[src/hw/stl_dec_pkg.sv]
package stl_dec_pkg;
	localparam int CLK_HZ = 50000000;
	localparam int CLK_KHZ = 50000;
	localparam int CLK_NS = 20;
	// -----------------------------------------------------------------
	// Register map and fields
	// -----------------------------------------------------------------
	localparam logic [3:0] CTRL_OFS = 4'h0;
	localparam logic [3:0] STATUS_OFS = 4'h4;
	localparam logic [3:0] ERRCNT_OFS = 4'h8;
	localparam int MODE_LSB = 0;
	localparam int TIMING_BIT = 2;
	localparam int DINV_BIT = 3;
	localparam int CINV_BIT = 4;
	localparam int AUXDIG_BIT = 5;
	localparam logic [1:0] MODE_PROGRAM = 2'h0;
	localparam logic [1:0] MODE_REPEATER = 2'h1;
	localparam logic [1:0] MODE_AES = 2'h2;
	localparam logic [1:0] MODE_PCM = 2'h3;
	localparam logic [5:0] CTRL_RESET = 6'h00;
	// -----------------------------------------------------------------
	// Audio formats and timing
	// -----------------------------------------------------------------
	localparam int SAMPLE_HZ = 32000;
	localparam int SAMPLE_BITS = 16;
	localparam logic [4:0] PCM_HALF_CYC = 5'(CLK_HZ / (SAMPLE_HZ * SAMPLE_BITS * 2 * 2));
	localparam int AES_CELL_KHZ = (SAMPLE_HZ / 1000) * 128;
	localparam logic [7:0] AES_LAST_FRAME = 8'hBF;
	localparam logic [7:0] AES_PRE_Z = 8'hE8;
	localparam logic [7:0] AES_PRE_X = 8'hE2;
	localparam logic [7:0] AES_PRE_Y = 8'hE4;
	localparam int LOCK_GAP_NS = 20000;
	localparam logic [10:0] LOCK_GAP_CYC = 11'(LOCK_GAP_NS / CLK_NS);
	localparam logic [3:0] LOCK_EDGES = 4'h8;
	localparam int ERR_HOLD_MS = 100;
	localparam int ERR_HOLD_CYC = ERR_HOLD_MS * (CLK_HZ / 1000);
endpackage

[src/hw/audio_if.sv]
`timescale 1ns/100ps
// One stereo sample pair with its load strobe, from the top to a framer.
interface audio_if;
	logic [15:0] left;
	logic [15:0] right;
	logic load;
	modport src(output left, output right, output load);
	modport sink(input left, input right, input load);
endinterface

[src/hw/pin_sync.sv]
`timescale 1ns/100ps
module pin_sync #(
	parameter int W = 1
) (
	input wire logic clock,
	input wire logic rst,
	input wire logic [W-1:0] d,
	output logic [W-1:0] q
);
	// -----------------------------------------------------------------
	// Three stages per bit; a change counts once stages two and three agree.
	// -----------------------------------------------------------------
	genvar i;
	generate
		for (i = 0; i < W; i++) begin : g_bit
			logic s1_r, s2_r, s3_r, q_nxt;
			// Stage one feeds stage two only, so no logic sees a metastable level.
			always_comb begin
				q_nxt = (s2_r == s3_r) ? s2_r : q[i];
			end
			always_ff @(posedge clock) begin
				if (rst) begin
					s1_r <= 1'b0;
					s2_r <= 1'b0;
					s3_r <= 1'b0;
					q[i] <= 1'b0;
				end else begin
					s1_r <= d[i];
					s2_r <= s1_r;
					s3_r <= s2_r;
					q[i] <= q_nxt;
				end
			end
		end
	endgenerate
endmodule

[src/hw/aes_framer.sv]
`timescale 1ns/100ps
module aes_framer import stl_dec_pkg::*; (
	input wire logic clock,
	input wire logic rst,
	audio_if.sink au,
	output logic aes_out
);
	logic [16:0] acc_r, acc_nxt;
	logic [5:0] cell_r, cell_nxt;
	logic sub_r, sub_nxt;
	logic [7:0] blk_r, blk_nxt;
	logic [15:0] hl_r, hl_nxt, hr_r, hr_nxt, cur_r, cur_nxt;
	logic lvl_r, lvl_nxt, pst_r, pst_nxt;
	logic tick;
	logic [31:0] word;
	logic [7:0] pre;

	// -----------------------------------------------------------------
	// Biphase-mark subframes, 64 cells each, 128 cells per sample period.
	// -----------------------------------------------------------------
	// The cell rate is made by a fractional accumulator, so cells jitter by
	// one clock but the average rate is exact.
	always_comb begin
		acc_nxt = acc_r + 17'(AES_CELL_KHZ);
		tick = 1'b0;
		if (acc_nxt >= 17'(CLK_KHZ)) begin
			acc_nxt = acc_nxt - 17'(CLK_KHZ);
			tick = 1'b1;
		end
		hl_nxt = au.load ? au.left : hl_r;
		hr_nxt = au.load ? au.right : hr_r;
		cell_nxt = cell_r;
		sub_nxt = sub_r;
		blk_nxt = blk_r;
		cur_nxt = cur_r;
		lvl_nxt = lvl_r;
		pst_nxt = pst_r;
		word = {^cur_r, 3'h0, cur_r, 12'h000};
		pre = sub_r ? AES_PRE_Y : ((blk_r == 8'h00) ? AES_PRE_Z : AES_PRE_X);
		if (tick) begin
			if (cell_r < 6'h08) begin
				lvl_nxt = pre[3'h7 - cell_r[2:0]] ^ pst_r;
			end else if (!cell_r[0]) begin
				lvl_nxt = !lvl_r;
			end else begin
				lvl_nxt = lvl_r ^ word[cell_r[5:1]];
			end
			cell_nxt = cell_r + 6'h01;
			if (cell_r == 6'h3F) begin
				pst_nxt = lvl_nxt;
				sub_nxt = !sub_r;
				cur_nxt = sub_r ? hl_r : hr_r;
				if (sub_r) begin
					blk_nxt = (blk_r == AES_LAST_FRAME) ? 8'h00 : blk_r + 8'h01;
				end
			end
		end
	end

	// Registers only.
	always_ff @(posedge clock) begin
		if (rst) begin
			acc_r <= 17'h00000;
			cell_r <= 6'h00;
			sub_r <= 1'b0;
			blk_r <= 8'h00;
			hl_r <= 16'h0000;
			hr_r <= 16'h0000;
			cur_r <= 16'h0000;
			lvl_r <= 1'b0;
			pst_r <= 1'b0;
		end else begin
			acc_r <= acc_nxt;
			cell_r <= cell_nxt;
			sub_r <= sub_nxt;
			blk_r <= blk_nxt;
			hl_r <= hl_nxt;
			hr_r <= hr_nxt;
			cur_r <= cur_nxt;
			lvl_r <= lvl_nxt;
			pst_r <= pst_nxt;
		end
	end

	assign aes_out = lvl_r;
endmodule

[src/hw/intf_mode_mux.sv]
`timescale 1ns/100ps
module intf_mode_mux import stl_dec_pkg::*; #(
	parameter int unsigned ERR_HOLD_CYCLES = ERR_HOLD_CYC
) (
	input wire logic clock,
	input wire logic rst,
	input wire logic [3:0] avs_address,
	input wire logic avs_read,
	input wire logic avs_write,
	input wire logic [31:0] avs_writedata,
	input wire logic [3:0] avs_byteenable,
	output logic [31:0] avs_readdata,
	output logic avs_waitrequest,
	input wire logic link_data,
	input wire logic link_clk,
	input wire logic ext_data,
	input wire logic ext_clk,
	input wire logic decode_error,
	input wire logic [15:0] main_left,
	input wire logic [15:0] main_right,
	input wire logic main_load,
	input wire logic [15:0] aux_left,
	input wire logic [15:0] aux_right,
	input wire logic aux_load,
	output logic intf_data,
	output logic intf_clk,
	output logic intf_frame,
	output logic intf_oe,
	output logic relay_output,
	output logic aes_main_out,
	output logic aes_aux_out,
	output logic aux_digital,
	output logic channel_data,
	output logic lock_green,
	output logic lock_red,
	output logic error_led
);
	logic [1:0] mode_r, mode_nxt;
	logic timing_r, timing_nxt, dinv_r, dinv_nxt, cinv_r, cinv_nxt, auxdig_r, auxdig_nxt;
	logic wait_r, wait_nxt;
	logic [31:0] rdata_r, rdata_nxt;
	logic req, commit, ctrl_wr;
	logic link_data_s, link_clk_s, ext_data_s, ext_clk_s;
	logic sel_clk, sel_data, clk_edge, invalid;
	logic prev_clk_r, prev_clk_nxt, bit_r, bit_nxt;
	logic [10:0] gap_r, gap_nxt;
	logic [3:0] good_r, good_nxt;
	logic locked_r, locked_nxt, red_r, red_nxt;
	logic [22:0] hold_r, hold_nxt;
	logic [15:0] errcnt_r, errcnt_nxt;
	logic err_r, err_nxt;
	logic [15:0] pl_r, pl_nxt, pr_r, pr_nxt;
	logic [31:0] psh_r, psh_nxt;
	logic [4:0] pdiv_r, pdiv_nxt, pbit_r, pbit_nxt;
	logic pclk_r, pclk_nxt;
	logic id_r, ic_r, if_r, ioe_r, rel_r;
	logic id_nxt, ic_nxt, if_nxt, ioe_nxt, rel_nxt;
	logic aes_main, aes_aux;

	audio_if main_au();
	audio_if aux_au();
	assign main_au.left = main_left;
	assign main_au.right = main_right;
	assign main_au.load = main_load;
	assign aux_au.left = aux_left;
	assign aux_au.right = aux_right;
	assign aux_au.load = aux_load;
	// The main framer always runs so its stream is ready in every mode.
	aes_framer u_aes_main (.clock(clock), .rst(rst), .au(main_au.sink), .aes_out(aes_main));
	aes_framer u_aes_aux (.clock(clock), .rst(rst), .au(aux_au.sink), .aes_out(aes_aux));
	pin_sync #(.W(4)) u_sync (.clock(clock), .rst(rst), .d({ext_clk, ext_data, link_clk, link_data}),
		.q({ext_clk_s, ext_data_s, link_clk_s, link_data_s}));
	// -----------------------------------------------------------------
	// Avalon-MM slave: one wait cycle, then the answer for one cycle
	// -----------------------------------------------------------------
	assign req = avs_read || avs_write;
	assign commit = avs_write && !wait_r;
	assign ctrl_wr = commit && (avs_address == CTRL_OFS) && avs_byteenable[0];

	// Control bits change only at the edge that completes the write.
	always_comb begin
		wait_nxt = wait_r ? !req : 1'b1;
		rdata_nxt = rdata_r;
		mode_nxt = mode_r;
		timing_nxt = timing_r;
		dinv_nxt = dinv_r;
		cinv_nxt = cinv_r;
		auxdig_nxt = auxdig_r;
		if (ctrl_wr) begin
			mode_nxt = avs_writedata[MODE_LSB +: 2];
			timing_nxt = avs_writedata[TIMING_BIT];
			dinv_nxt = avs_writedata[DINV_BIT];
			cinv_nxt = avs_writedata[CINV_BIT];
			auxdig_nxt = avs_writedata[AUXDIG_BIT];
		end
		if (avs_read && wait_r) begin
			if (avs_address == CTRL_OFS) begin
				rdata_nxt = {26'h0, auxdig_r, cinv_r, dinv_r, timing_r, mode_r};
			end else if (avs_address == STATUS_OFS) begin
				rdata_nxt = {28'h0, err_r, invalid, locked_r, rel_r};
			end else if (avs_address == ERRCNT_OFS) begin
				rdata_nxt = {16'h0, errcnt_r};
			end else begin
				rdata_nxt = 32'h0;
			end
		end
	end

	always_ff @(posedge clock) begin
		if (rst) begin
			wait_r <= 1'b1;
			rdata_r <= 32'h0;
			{auxdig_r, cinv_r, dinv_r, timing_r, mode_r} <= CTRL_RESET;
		end else begin
			wait_r <= wait_nxt;
			rdata_r <= rdata_nxt;
			mode_r <= mode_nxt;
			timing_r <= timing_nxt;
			dinv_r <= dinv_nxt;
			cinv_r <= cinv_nxt;
			auxdig_r <= auxdig_nxt;
		end
	end

	// -----------------------------------------------------------------
	// Timing source, data polarity and clock lock
	// -----------------------------------------------------------------
	assign sel_clk = timing_r ? (ext_clk_s ^ cinv_r) : link_clk_s;
	assign sel_data = (timing_r ? ext_data_s : link_data_s) ^ dinv_r;
	assign clk_edge = sel_clk && !prev_clk_r;
	assign invalid = timing_r && mode_r[0];

	// Lock needs a run of edges with no long gap; a change of timing source
	// or clock polarity restarts it, so the lamp goes red while relocking.
	always_comb begin
		prev_clk_nxt = sel_clk;
		bit_nxt = clk_edge ? sel_data : bit_r;
		gap_nxt = gap_r;
		good_nxt = good_r;
		locked_nxt = locked_r;
		if (ctrl_wr && ((avs_writedata[TIMING_BIT] != timing_r) || (avs_writedata[CINV_BIT] != cinv_r))) begin
			gap_nxt = 11'h000;
			good_nxt = 4'h0;
			locked_nxt = 1'b0;
		end else if (clk_edge) begin
			gap_nxt = 11'h000;
			if (good_r == LOCK_EDGES - 4'h1) begin
				locked_nxt = 1'b1;
			end else begin
				good_nxt = good_r + 4'h1;
			end
		end else if (gap_r == LOCK_GAP_CYC) begin
			good_nxt = 4'h0;
			locked_nxt = 1'b0;
		end else begin
			gap_nxt = gap_r + 11'h001;
		end
		red_nxt = !locked_nxt;
	end

	always_ff @(posedge clock) begin
		if (rst) begin
			prev_clk_r <= 1'b0;
			bit_r <= 1'b0;
			gap_r <= 11'h000;
			good_r <= 4'h0;
			locked_r <= 1'b0;
			red_r <= 1'b1;
		end else begin
			prev_clk_r <= prev_clk_nxt;
			bit_r <= bit_nxt;
			gap_r <= gap_nxt;
			good_r <= good_nxt;
			locked_r <= locked_nxt;
			red_r <= red_nxt;
		end
	end

	// -----------------------------------------------------------------
	// Error lamp stretch and error count
	// -----------------------------------------------------------------
	// A lone error is one clock long; the stretch makes it visible on a lamp.
	always_comb begin
		hold_nxt = (hold_r != 23'h0) ? hold_r - 23'h1 : hold_r;
		errcnt_nxt = errcnt_r;
		if (commit && (avs_address == ERRCNT_OFS)) begin
			errcnt_nxt = 16'h0;
		end
		if (decode_error) begin
			hold_nxt = 23'(ERR_HOLD_CYCLES - 1);
			if (errcnt_nxt != 16'hFFFF) begin
				errcnt_nxt = errcnt_nxt + 16'h1;
			end
		end
		err_nxt = decode_error || (hold_r != 23'h0);
	end

	always_ff @(posedge clock) begin
		if (rst) begin
			hold_r <= 23'h0;
			errcnt_r <= 16'h0;
			err_r <= 1'b0;
		end else begin
			hold_r <= hold_nxt;
			errcnt_r <= errcnt_nxt;
			err_r <= err_nxt;
		end
	end

	// -----------------------------------------------------------------
	// PCM serializer: 32 bits per frame, left first, MSB first
	// -----------------------------------------------------------------
	// The bit clock rounds slightly fast, so each frame reloads from the
	// newest held pair instead of drifting a queue.
	always_comb begin
		pl_nxt = main_load ? main_left : pl_r;
		pr_nxt = main_load ? main_right : pr_r;
		pdiv_nxt = pdiv_r + 5'h01;
		pclk_nxt = pclk_r;
		psh_nxt = psh_r;
		pbit_nxt = pbit_r;
		if (pdiv_r == PCM_HALF_CYC - 5'h01) begin
			pdiv_nxt = 5'h00;
			pclk_nxt = !pclk_r;
			if (pclk_r) begin
				pbit_nxt = pbit_r + 5'h01;
				psh_nxt = (pbit_r == 5'h1F) ? {pl_r, pr_r} : {psh_r[30:0], 1'b0};
			end
		end
	end

	always_ff @(posedge clock) begin
		if (rst) begin
			pl_r <= 16'h0000;
			pr_r <= 16'h0000;
			psh_r <= 32'h0;
			pdiv_r <= 5'h00;
			pbit_r <= 5'h00;
			pclk_r <= 1'b0;
		end else begin
			pl_r <= pl_nxt;
			pr_r <= pr_nxt;
			psh_r <= psh_nxt;
			pdiv_r <= pdiv_nxt;
			pbit_r <= pbit_nxt;
			pclk_r <= pclk_nxt;
		end
	end

	// -----------------------------------------------------------------
	// Interface port selector
	// -----------------------------------------------------------------
	always_comb begin
		id_nxt = 1'b0;
		ic_nxt = 1'b0;
		if_nxt = 1'b0;
		ioe_nxt = 1'b0;
		rel_nxt = 1'b0;
		if (!invalid) begin
			case (mode_r)
				MODE_REPEATER: begin
					ioe_nxt = 1'b1;
					rel_nxt = 1'b1;
					id_nxt = bit_r;
					ic_nxt = !prev_clk_r;
				end
				MODE_AES: begin
					ioe_nxt = 1'b1;
					id_nxt = aes_main;
				end
				MODE_PCM: begin
					ioe_nxt = 1'b1;
					id_nxt = psh_r[31];
					ic_nxt = pclk_r;
					if_nxt = (pbit_r < 5'h10);
				end
				default: begin
					ioe_nxt = 1'b0;
				end
			endcase
		end
	end

	always_ff @(posedge clock) begin
		if (rst) begin
			{id_r, ic_r, if_r, ioe_r, rel_r} <= 5'h00;
		end else begin
			{id_r, ic_r, if_r, ioe_r, rel_r} <= {id_nxt, ic_nxt, if_nxt, ioe_nxt, rel_nxt};
		end
	end

	// Main AES/EBU leaves in every mode; aux follows its own framer.
	assign aes_main_out = aes_main;
	assign aes_aux_out = aes_aux;
	assign aux_digital = auxdig_r;
	assign intf_data = id_r;
	assign intf_clk = ic_r;
	assign intf_frame = if_r;
	assign intf_oe = ioe_r;
	assign relay_output = rel_r;
	assign channel_data = bit_r;
	assign lock_green = locked_r;
	assign lock_red = red_r;
	assign error_led = err_r;
	assign avs_readdata = rdata_r;
	assign avs_waitrequest = wait_r;
endmodule

[config.mk]
export PLATFORM = sky130hd
export DESIGN_NAME = intf_mode_mux
export DESIGN_NICKNAME = d
export VERILOG_FILES = /design/src/hw/stl_dec_pkg.sv /design/src/hw/audio_if.sv /design/src/hw/pin_sync.sv /design/src/hw/aes_framer.sv /design/src/hw/intf_mode_mux.sv
export SDC_FILE = /design/constraint.sdc
export NUM_CORES = 1
export LEC_CHECK = 0
export ABC_AREA = 0
export BUFFER_PORTS_ARGS = -buffer_cell sky130_fd_sc_hd__buf_2
export CORE_ASPECT_RATIO = 2
export CORE_MARGIN = 2
export CORE_UTILIZATION = 63
export DETAILED_ROUTE_END_ITERATION = 10
export HOLD_SLACK_MARGIN = 0.02
export PLACE_DENSITY = 0.85
export RECOVER_POWER = 25
export SLEW_MARGIN = 20
export SYNTH_ARGS = -nofsm -noshare
export SYNTH_HDL_FRONTEND = slang
export SYNTH_SLANG_ARGS = --single-unit
[constraint.sdc]
create_clock -name clock -period 7.56 [get_ports clock]
set_clock_uncertainty 0.05 [all_clocks]
set_input_delay 1.512 -clock clock [delete_from_list [all_inputs] [get_ports clock]]
set_output_delay 1.512 -clock clock [all_outputs]
set_load 0.02 [all_outputs]
==> metrics, run 1 <==
status finished, violations left; failing checks max-capacitance violations, max-slew violations; Tot Pwr 3.33 mW; EDFF count, synth 0; Initial DRC Count 532; largest net degree at the start of global routing 102; CP peak stage delay 2460 ps; WP data required 7860 ps; DRT Pass-1 Iters 7; antenna-violating nets left 0; Routed WL per cell 15.2 um; Fin Setup TNS 0 ps; Placed Cells 1811; FP Rows 76; die area 23000 um2; Mapped Area 13700 um2; distinct cell type count after synthesis 66; Synth async-reset ratio 0%; initial antenna violation count 0; clock slew at reported path FFs 70 ps; Core ar. 21400 um2; Post-CTS Resized 0; fmax 188 MHz; fillers 1630; # Post-CTS Setup Buffers 0; worst hold margin 390 ps; post-DP HPWL 18.9 mm; I/O pins 160; WS Path Type input pin to register; Post-synth top flop dfxtp_1; total grt overflow 0; Root Driver clkbuf_16; minimum clock period 5310 ps; layout cells sized above 1 10.6%; nets 1703; Vias/cell 5.70; Post-CTS Hold Buffers 0; Worst setup SP type input pin; Crit-path slowest cell clkbuf_1; Slew headroom -128%; Clock Latency Late Sink 550 ps; Mapped Avg Cell Area 9.09 um2; Die Y 212 um; actual slew at the worst max-slew pin 3420 ps; first-pass GRT wire length 47.5 mm; CTS tree yes; Pwr Density 219 nW/um2; Final Wtd Congestion 0.832; I/O Buffers 114; H-Tree Level Count 1; Ant. Diodes 0; Slew Viols, Final 187; vias post-DR 10600; Hold Path Class register to register; Seq/Total Area, Yosys 44.2%; count of final setup violators 0; CP max FO 101; CP Capture Type register; Area Overhead vs Synth 11.0%; critical path arrival 5610 ps; VDD IR-drop max 0.000210 V; P_leak 5.63 nW; DR DRC count 0; vias in the first global route 10600; unrepaired setup endpoints after global routing false; YS warnings 0; deepest clock path buffer count 3; max cap viols 4; Hold Vio Cnt, Final 0; post-layout instance count excluding filler cells 1861; clock sinks 302; Mapped Cells 1505; worst path cell trace clkbuf_8 -> clkbuf_1 -> buf_4 -> a211oi_1; DRT Wirelength 28.3 mm; total CTS buffers 27; die width 108 um; Tot GR Track Use 24.7%; synthesis-stage register bit count 302; starting density of the core 63.9%; Final period util 70.2%
[flip-flops by register name (all words and copies together), names as in the netlist, 5 cells and up]
signal / flops
avs_readdata: 16
errcnt_r: 16
gap_r: 11
hold_r: 23
pbit_r: 5
pdiv_r: 5
psh_r: 32
u_aes_aux.acc_r: 13
u_aes_aux.blk_r: 8
u_aes_aux.cell_r: 6
u_aes_aux.cur_r: 16
u_aes_aux.hl_r: 16
u_aes_aux.hr_r: 16
u_aes_main.acc_r: 13
u_aes_main.blk_r: 8
u_aes_main.cell_r: 6
u_aes_main.cur_r: 16
u_aes_main.hl_r: 16
u_aes_main.hr_r: 16
[critical path, delay by kind of cell]
kind | cells | cell delay [ps]
AOI/OAI and AO/OA | 1 | 100
buffers and inverters | 3 | 3920
[layout by cell type (no fill, tap or decap), types with 40 or more instances in the layout]
cell and instances:
dfxtp_1 302, nor2_1 274, mux2i_1 158, buf_2 88
xnor2_1 71, nand2_1 69, a211oi_1 67, a21oi_1 54
xor2_1 53, nand3_1 40
[power breakdown]
part,internal (mW),switching [mW],total [mW]
Sequential,1.63,0.0335,1.66
Combinational,0.0815,0.112,0.193
Clock,0.865,0.609,1.47
Total,2.58,0.754,3.33
[per-layer routing]
layer | wire [um] | vias up | global-route usage (%)
li1 | - | 5303 | -
met1 | 10900 | 5029 | 25.9
met2 | 15600 | 212 | 48.7
met3 | 1010 | 55 | 2.91
met4 | 807 | 0 | 9.42
met5 | 0 | - | 0
[path summary, 6_finish.rpt]
kind | from | end | slack [ps] | cells after the start
max | rst | u_aes_main.cur_r[11] | 2250 | 4
max reg2reg | u_aes_main.acc_r[12] | u_aes_main.blk_r[3] | 3880 | 9
min | u_sync.g_bit[0].s1_r | u_sync.g_bit[0].s2_r | 390 | 1
min reg2reg | u_sync.g_bit[0].s1_r | u_sync.g_bit[0].s2_r | 390 | 1
[cell families (layout without fill, tap and decap cells)]
group / after synthesis / count (layout) / synth area share, %
AND/OR/NAND/NOR: 553 / 553 / 19.0
flip-flops: 302 / 302 / 44.2
AO/OA/AOI/OAI: 208 / 208 / 10.1
multiplexers: 164 / 164 / 12.5
buffers and inverters: 132 / 200 / 4.21
XOR/XNOR: 124 / 124 / 7.94
adder cells (fa/ha/maj): 21 / 21 / 1.92
other: 1 / 16 / 0.0274
[per-stage QoR]
| stage | setup slack, ps | utilization, % | instance area (um2) |
|---|---|---|---|
| final | 2250 | 70.9 | 15200 |
| after global routing | 1850 | 70.9 | 15200 |
| after CTS | 3550 | 71.1 | 15200 |
| after detailed placement | 2980 | 66.6 | 14300 |
| after global placement | 3000 | 66.6 | 14300 |
| after floorplan | 3270 | - | 13700 |
[cells in the mapped netlist, types with 3 or more instances]
cell        n  area (um2)
a211oi_1   67         503
a21oi_1    56         280
a22oi_1    13        97.6
a311oi_1    3        26.3
a31oi_1     3        18.8
and2_1     14        87.6
and3_1     18         113
buf_1      14        52.6
buf_2       4        20.0
buf_4      16         120
clkbuf_1   67         251
dfxtp_1   302        6050
ha_1       21         263
inv_1      29         109
mux2i_1   158        1580
mux4_2      6         135
nand2_1    69         259
nand2b_1   14        87.6
nand3_1    40         200
nand3b_1   11        82.6
nand4_1    10        62.6
nand4b_1    4        35.0
nor2_1    274        1030
nor2b_1    18         113
nor3_1     25         125
nor3b_1    10        75.1
nor4_1      9        56.3
nor4b_1     4        35.0
o211ai_1    5        37.5
o21ai_0    29         145
o21bai_1    3        22.5
o22ai_1     3        18.8
or2_2       8        50.1
or3_1      11        68.8
or4_1       4        30.0
or4b_2      3        30.0
xnor2_1    71         622
xor2_1     53         464
[final cells by class]
type / count / area (um2) / area share [%]
clock inverters: 14 / 189 / 1.24
repair buffers: 121 / 589 / 3.88
clock buffers: 36 / 779 / 5.14
inverters: 29 / 109 / 0.717
flip-flops and latches: 302 / 6050 / 39.8
well taps: 273 / 342 / 2.25
multi-input cells: 1086 / 7130 / 46.9
No activity file was read; power rests on OpenSTA's default activity.
==> run 2, diff against run 1 <==
Settings changed: CORE_UTILIZATION 63 to 59, PLACE_DENSITY 0.85 to 0.81.
Clock period 7.56 ns to 5.31 ns, I/O delays scaled along.
==> metrics, run 2 (synthesized netlist as in run 1, its figures left out) <==
nets 1702 (was 1703); Tot GR Track Use 22.0% (was 24.7%); FP Rows 78 (was 76); CTS tree yes (unchanged); Regs by FF count psh_r (32), hold_r (23) (unchanged); final instance area 15000 um2 (was 15200 um2); VDD IR-drop max 0.000329 V (was 0.000210 V); Die Y 219 um (was 212 um); M3 GR Usage 2.68% (was 2.91%); clock sinks 302 (unchanged); DRT Pass-1 Iters 5 (was 7); Fin Setup TNS 0 ps (unchanged); CP max FO 11 (was 101); Routed WL per cell 14.7 um (was 15.2 um); Clock Latency Late Sink 540 ps (was 550 ps); H-Tree Level Count 1 (unchanged); Hold Vio Cnt, Final 0 (unchanged); Placed Cells 1818 (was 1811); Area Overhead vs Synth 9.88% (was 11.0%); largest net degree at the start of global routing 108 (was 102); count of final setup violators 0 (unchanged); Reg area 6050 um2 (unchanged); register with the most flip-flops psh_r (unchanged); met1 Usage GRT 23.1% (was 25.9%); Placement Cell Area 14300 um2 (about the same); most common cell after layout, fill and taps aside dfxtp_1 (unchanged); CP Capture Type register (unchanged); DRT Wirelength 27.4 mm (was 28.3 mm); Ant. Diodes 0 (unchanged); Hold Path Class register to register (unchanged); Root Driver clkbuf_16 (unchanged); Core ar. 22700 um2 (was 21400 um2); WP data required 5680 ps (was 7860 ps); hold_sp avs_waitrequest (was u_sync.g_bit[0].s1_r); vias in the first global route 10300 (was 10600); starting density of the core 60.2% (was 63.9%); Reg2Reg Depth 8 (was 9); Final Wtd Congestion 0.858 (was 0.832); reg2reg end u_aes_aux.blk_r[5] (was u_aes_main.blk_r[3]); hold endpoint avs_waitrequest (was u_sync.g_bit[0].s2_r); Vias/cell 5.64 (was 5.70); total grt overflow 0 (unchanged); die width 112 um (was 108 um); Worst setup SP type input pin (unchanged); Post-CTS Hold Buffers 0 (unchanged); I/O pins 160 (unchanged); clock slew at reported path FFs 70 ps (about the same); deepest clock path buffer count 3 (unchanged); GRT busiest layer met2 (unchanged); failing checks max-capacitance violations, max-slew violations (unchanged); I/O Buffers 114 (unchanged); vias post-DR 10500 (was 10600); Final period util 66.8%; # Post-CTS Setup Buffers 0 (unchanged); initial antenna violation count 0 (unchanged); hold depth 1 (unchanged); M2 GR Usage 43.5% (was 48.7%); post-layout instance count excluding filler cells 1861 (unchanged); max cap viols 3 (was 4); actual slew at the worst max-slew pin 2180 ps (was 3420 ps); total CTS buffers 26 (was 27); reg-to-reg startpoint u_aes_aux.acc_r[12] (was u_aes_main.acc_r[12]); post-DP HPWL 18.7 mm (was 18.9 mm); Post-CTS Resized 0 (unchanged); unrepaired setup endpoints after global routing false (unchanged); antenna-violating nets left 0 (unchanged); fmax 282 MHz; commonest non-fill, non-tap cells in the layout dfxtp_1 (302), nor2_1 (274), mux2i_1 (158) (unchanged); minimum clock period 3550 ps; P_leak 5.56 nW (was 5.63 nW); first-pass GRT wire length 46.1 mm (was 47.5 mm); critical path arrival 3920 ps (was 5610 ps); WS Path Type input pin to register (unchanged); DR DRC count 0 (unchanged); worst hold margin 385 ps (was 390 ps); r2r setup slk 2120 ps (was 3880 ps); layout cells sized above 1 9.93% (was 10.6%); area of the multi-input gates 7130 um2 (unchanged); die area 24500 um2 (was 23000 um2); Slew Viols, Final 239 (was 187); Initial DRC Count 438 (was 532); Slew headroom -45.4% (was -128%); fillers 1923 (was 1630); Largest register FFs 32 (unchanged); Pwr Density 298 nW/um2 (was 219 nW/um2); status finished, violations left (unchanged)
run 2: cell types whose count changed in the layout (fill, tap and decap cells not counted):
cell	delta
buf_2	-2
buf_4	+1
bufinv_16	-3
clkbuf_1	+4
clkbuf_2	+2
clkbuf_8	-3
clkinv_4	-2
clkinvlp_4	-3
inv_6	-1
run 2: report_power, final:
part / leakage, nW / switching, mW / internal, mW
logic: 2.71 / 0.158 / 0.114
clock network: 0.400 / 0.803 / 1.03
registers: 2.46 / 0.0464 / 2.32
total: 5.56 / 1.01 / 3.47
run 2: stage by stage:
stage               util, %  total power, mW  setup slack, ps
floorplan                 -             2.61             1470
global placement       62.7             2.68             1230
detailed placement     62.7             2.69             1200
CTS                    66.3             4.51             1760
global route           66.1             4.63             1520
finish                 66.1             4.47             1760
run 2: cell type report:
| cell class | instances | area share (%) |
|---|---|---|
| Inverter | 29 | 0.724 |
| Clock buffer | 38 | 5.04 |
| Tap cell | 280 | 2.33 |
| Multi-Input combinational cell | 1086 | 47.4 |
| Clock inverter | 5 | 0.333 |
| Sequential cell | 302 | 40.2 |
| Timing Repair Buffer | 121 | 3.95 |
run 2: worst max-delay path by stage:
stage                    from           end  slack, ps  cells past startpoint
3_5_place_dp   avs_address[3]  errcnt_r[13]       1200                     11
4_1_cts        avs_address[3]  errcnt_r[13]       1760                     11
3_3_place_gp   avs_address[3]  errcnt_r[13]       1230                     11
2_1_floorplan  avs_address[3]   errcnt_r[4]       1470                     13
6_report       avs_address[3]  errcnt_r[15]       1760                     11
5_1_grt        avs_address[3]  errcnt_r[11]       1520                     10
run 2: critical path, cell delays in order:
cell and delay, ps:
buf_2 210, or4b_1 560, or2_2 420, and2_1 230
ha_1 230, and3_1 190, a211oi_1 430, and3_1 280
nand2_1 80, xor2_1 160, nor2_1 60
run 2: per-layer routing:
metal  part of all wire [%]  up-vias
met5                      0        -
met4                    2.9        0
met3                    3.3       55
met2                     55      211
met1                     39     4953
li1                       -     5286
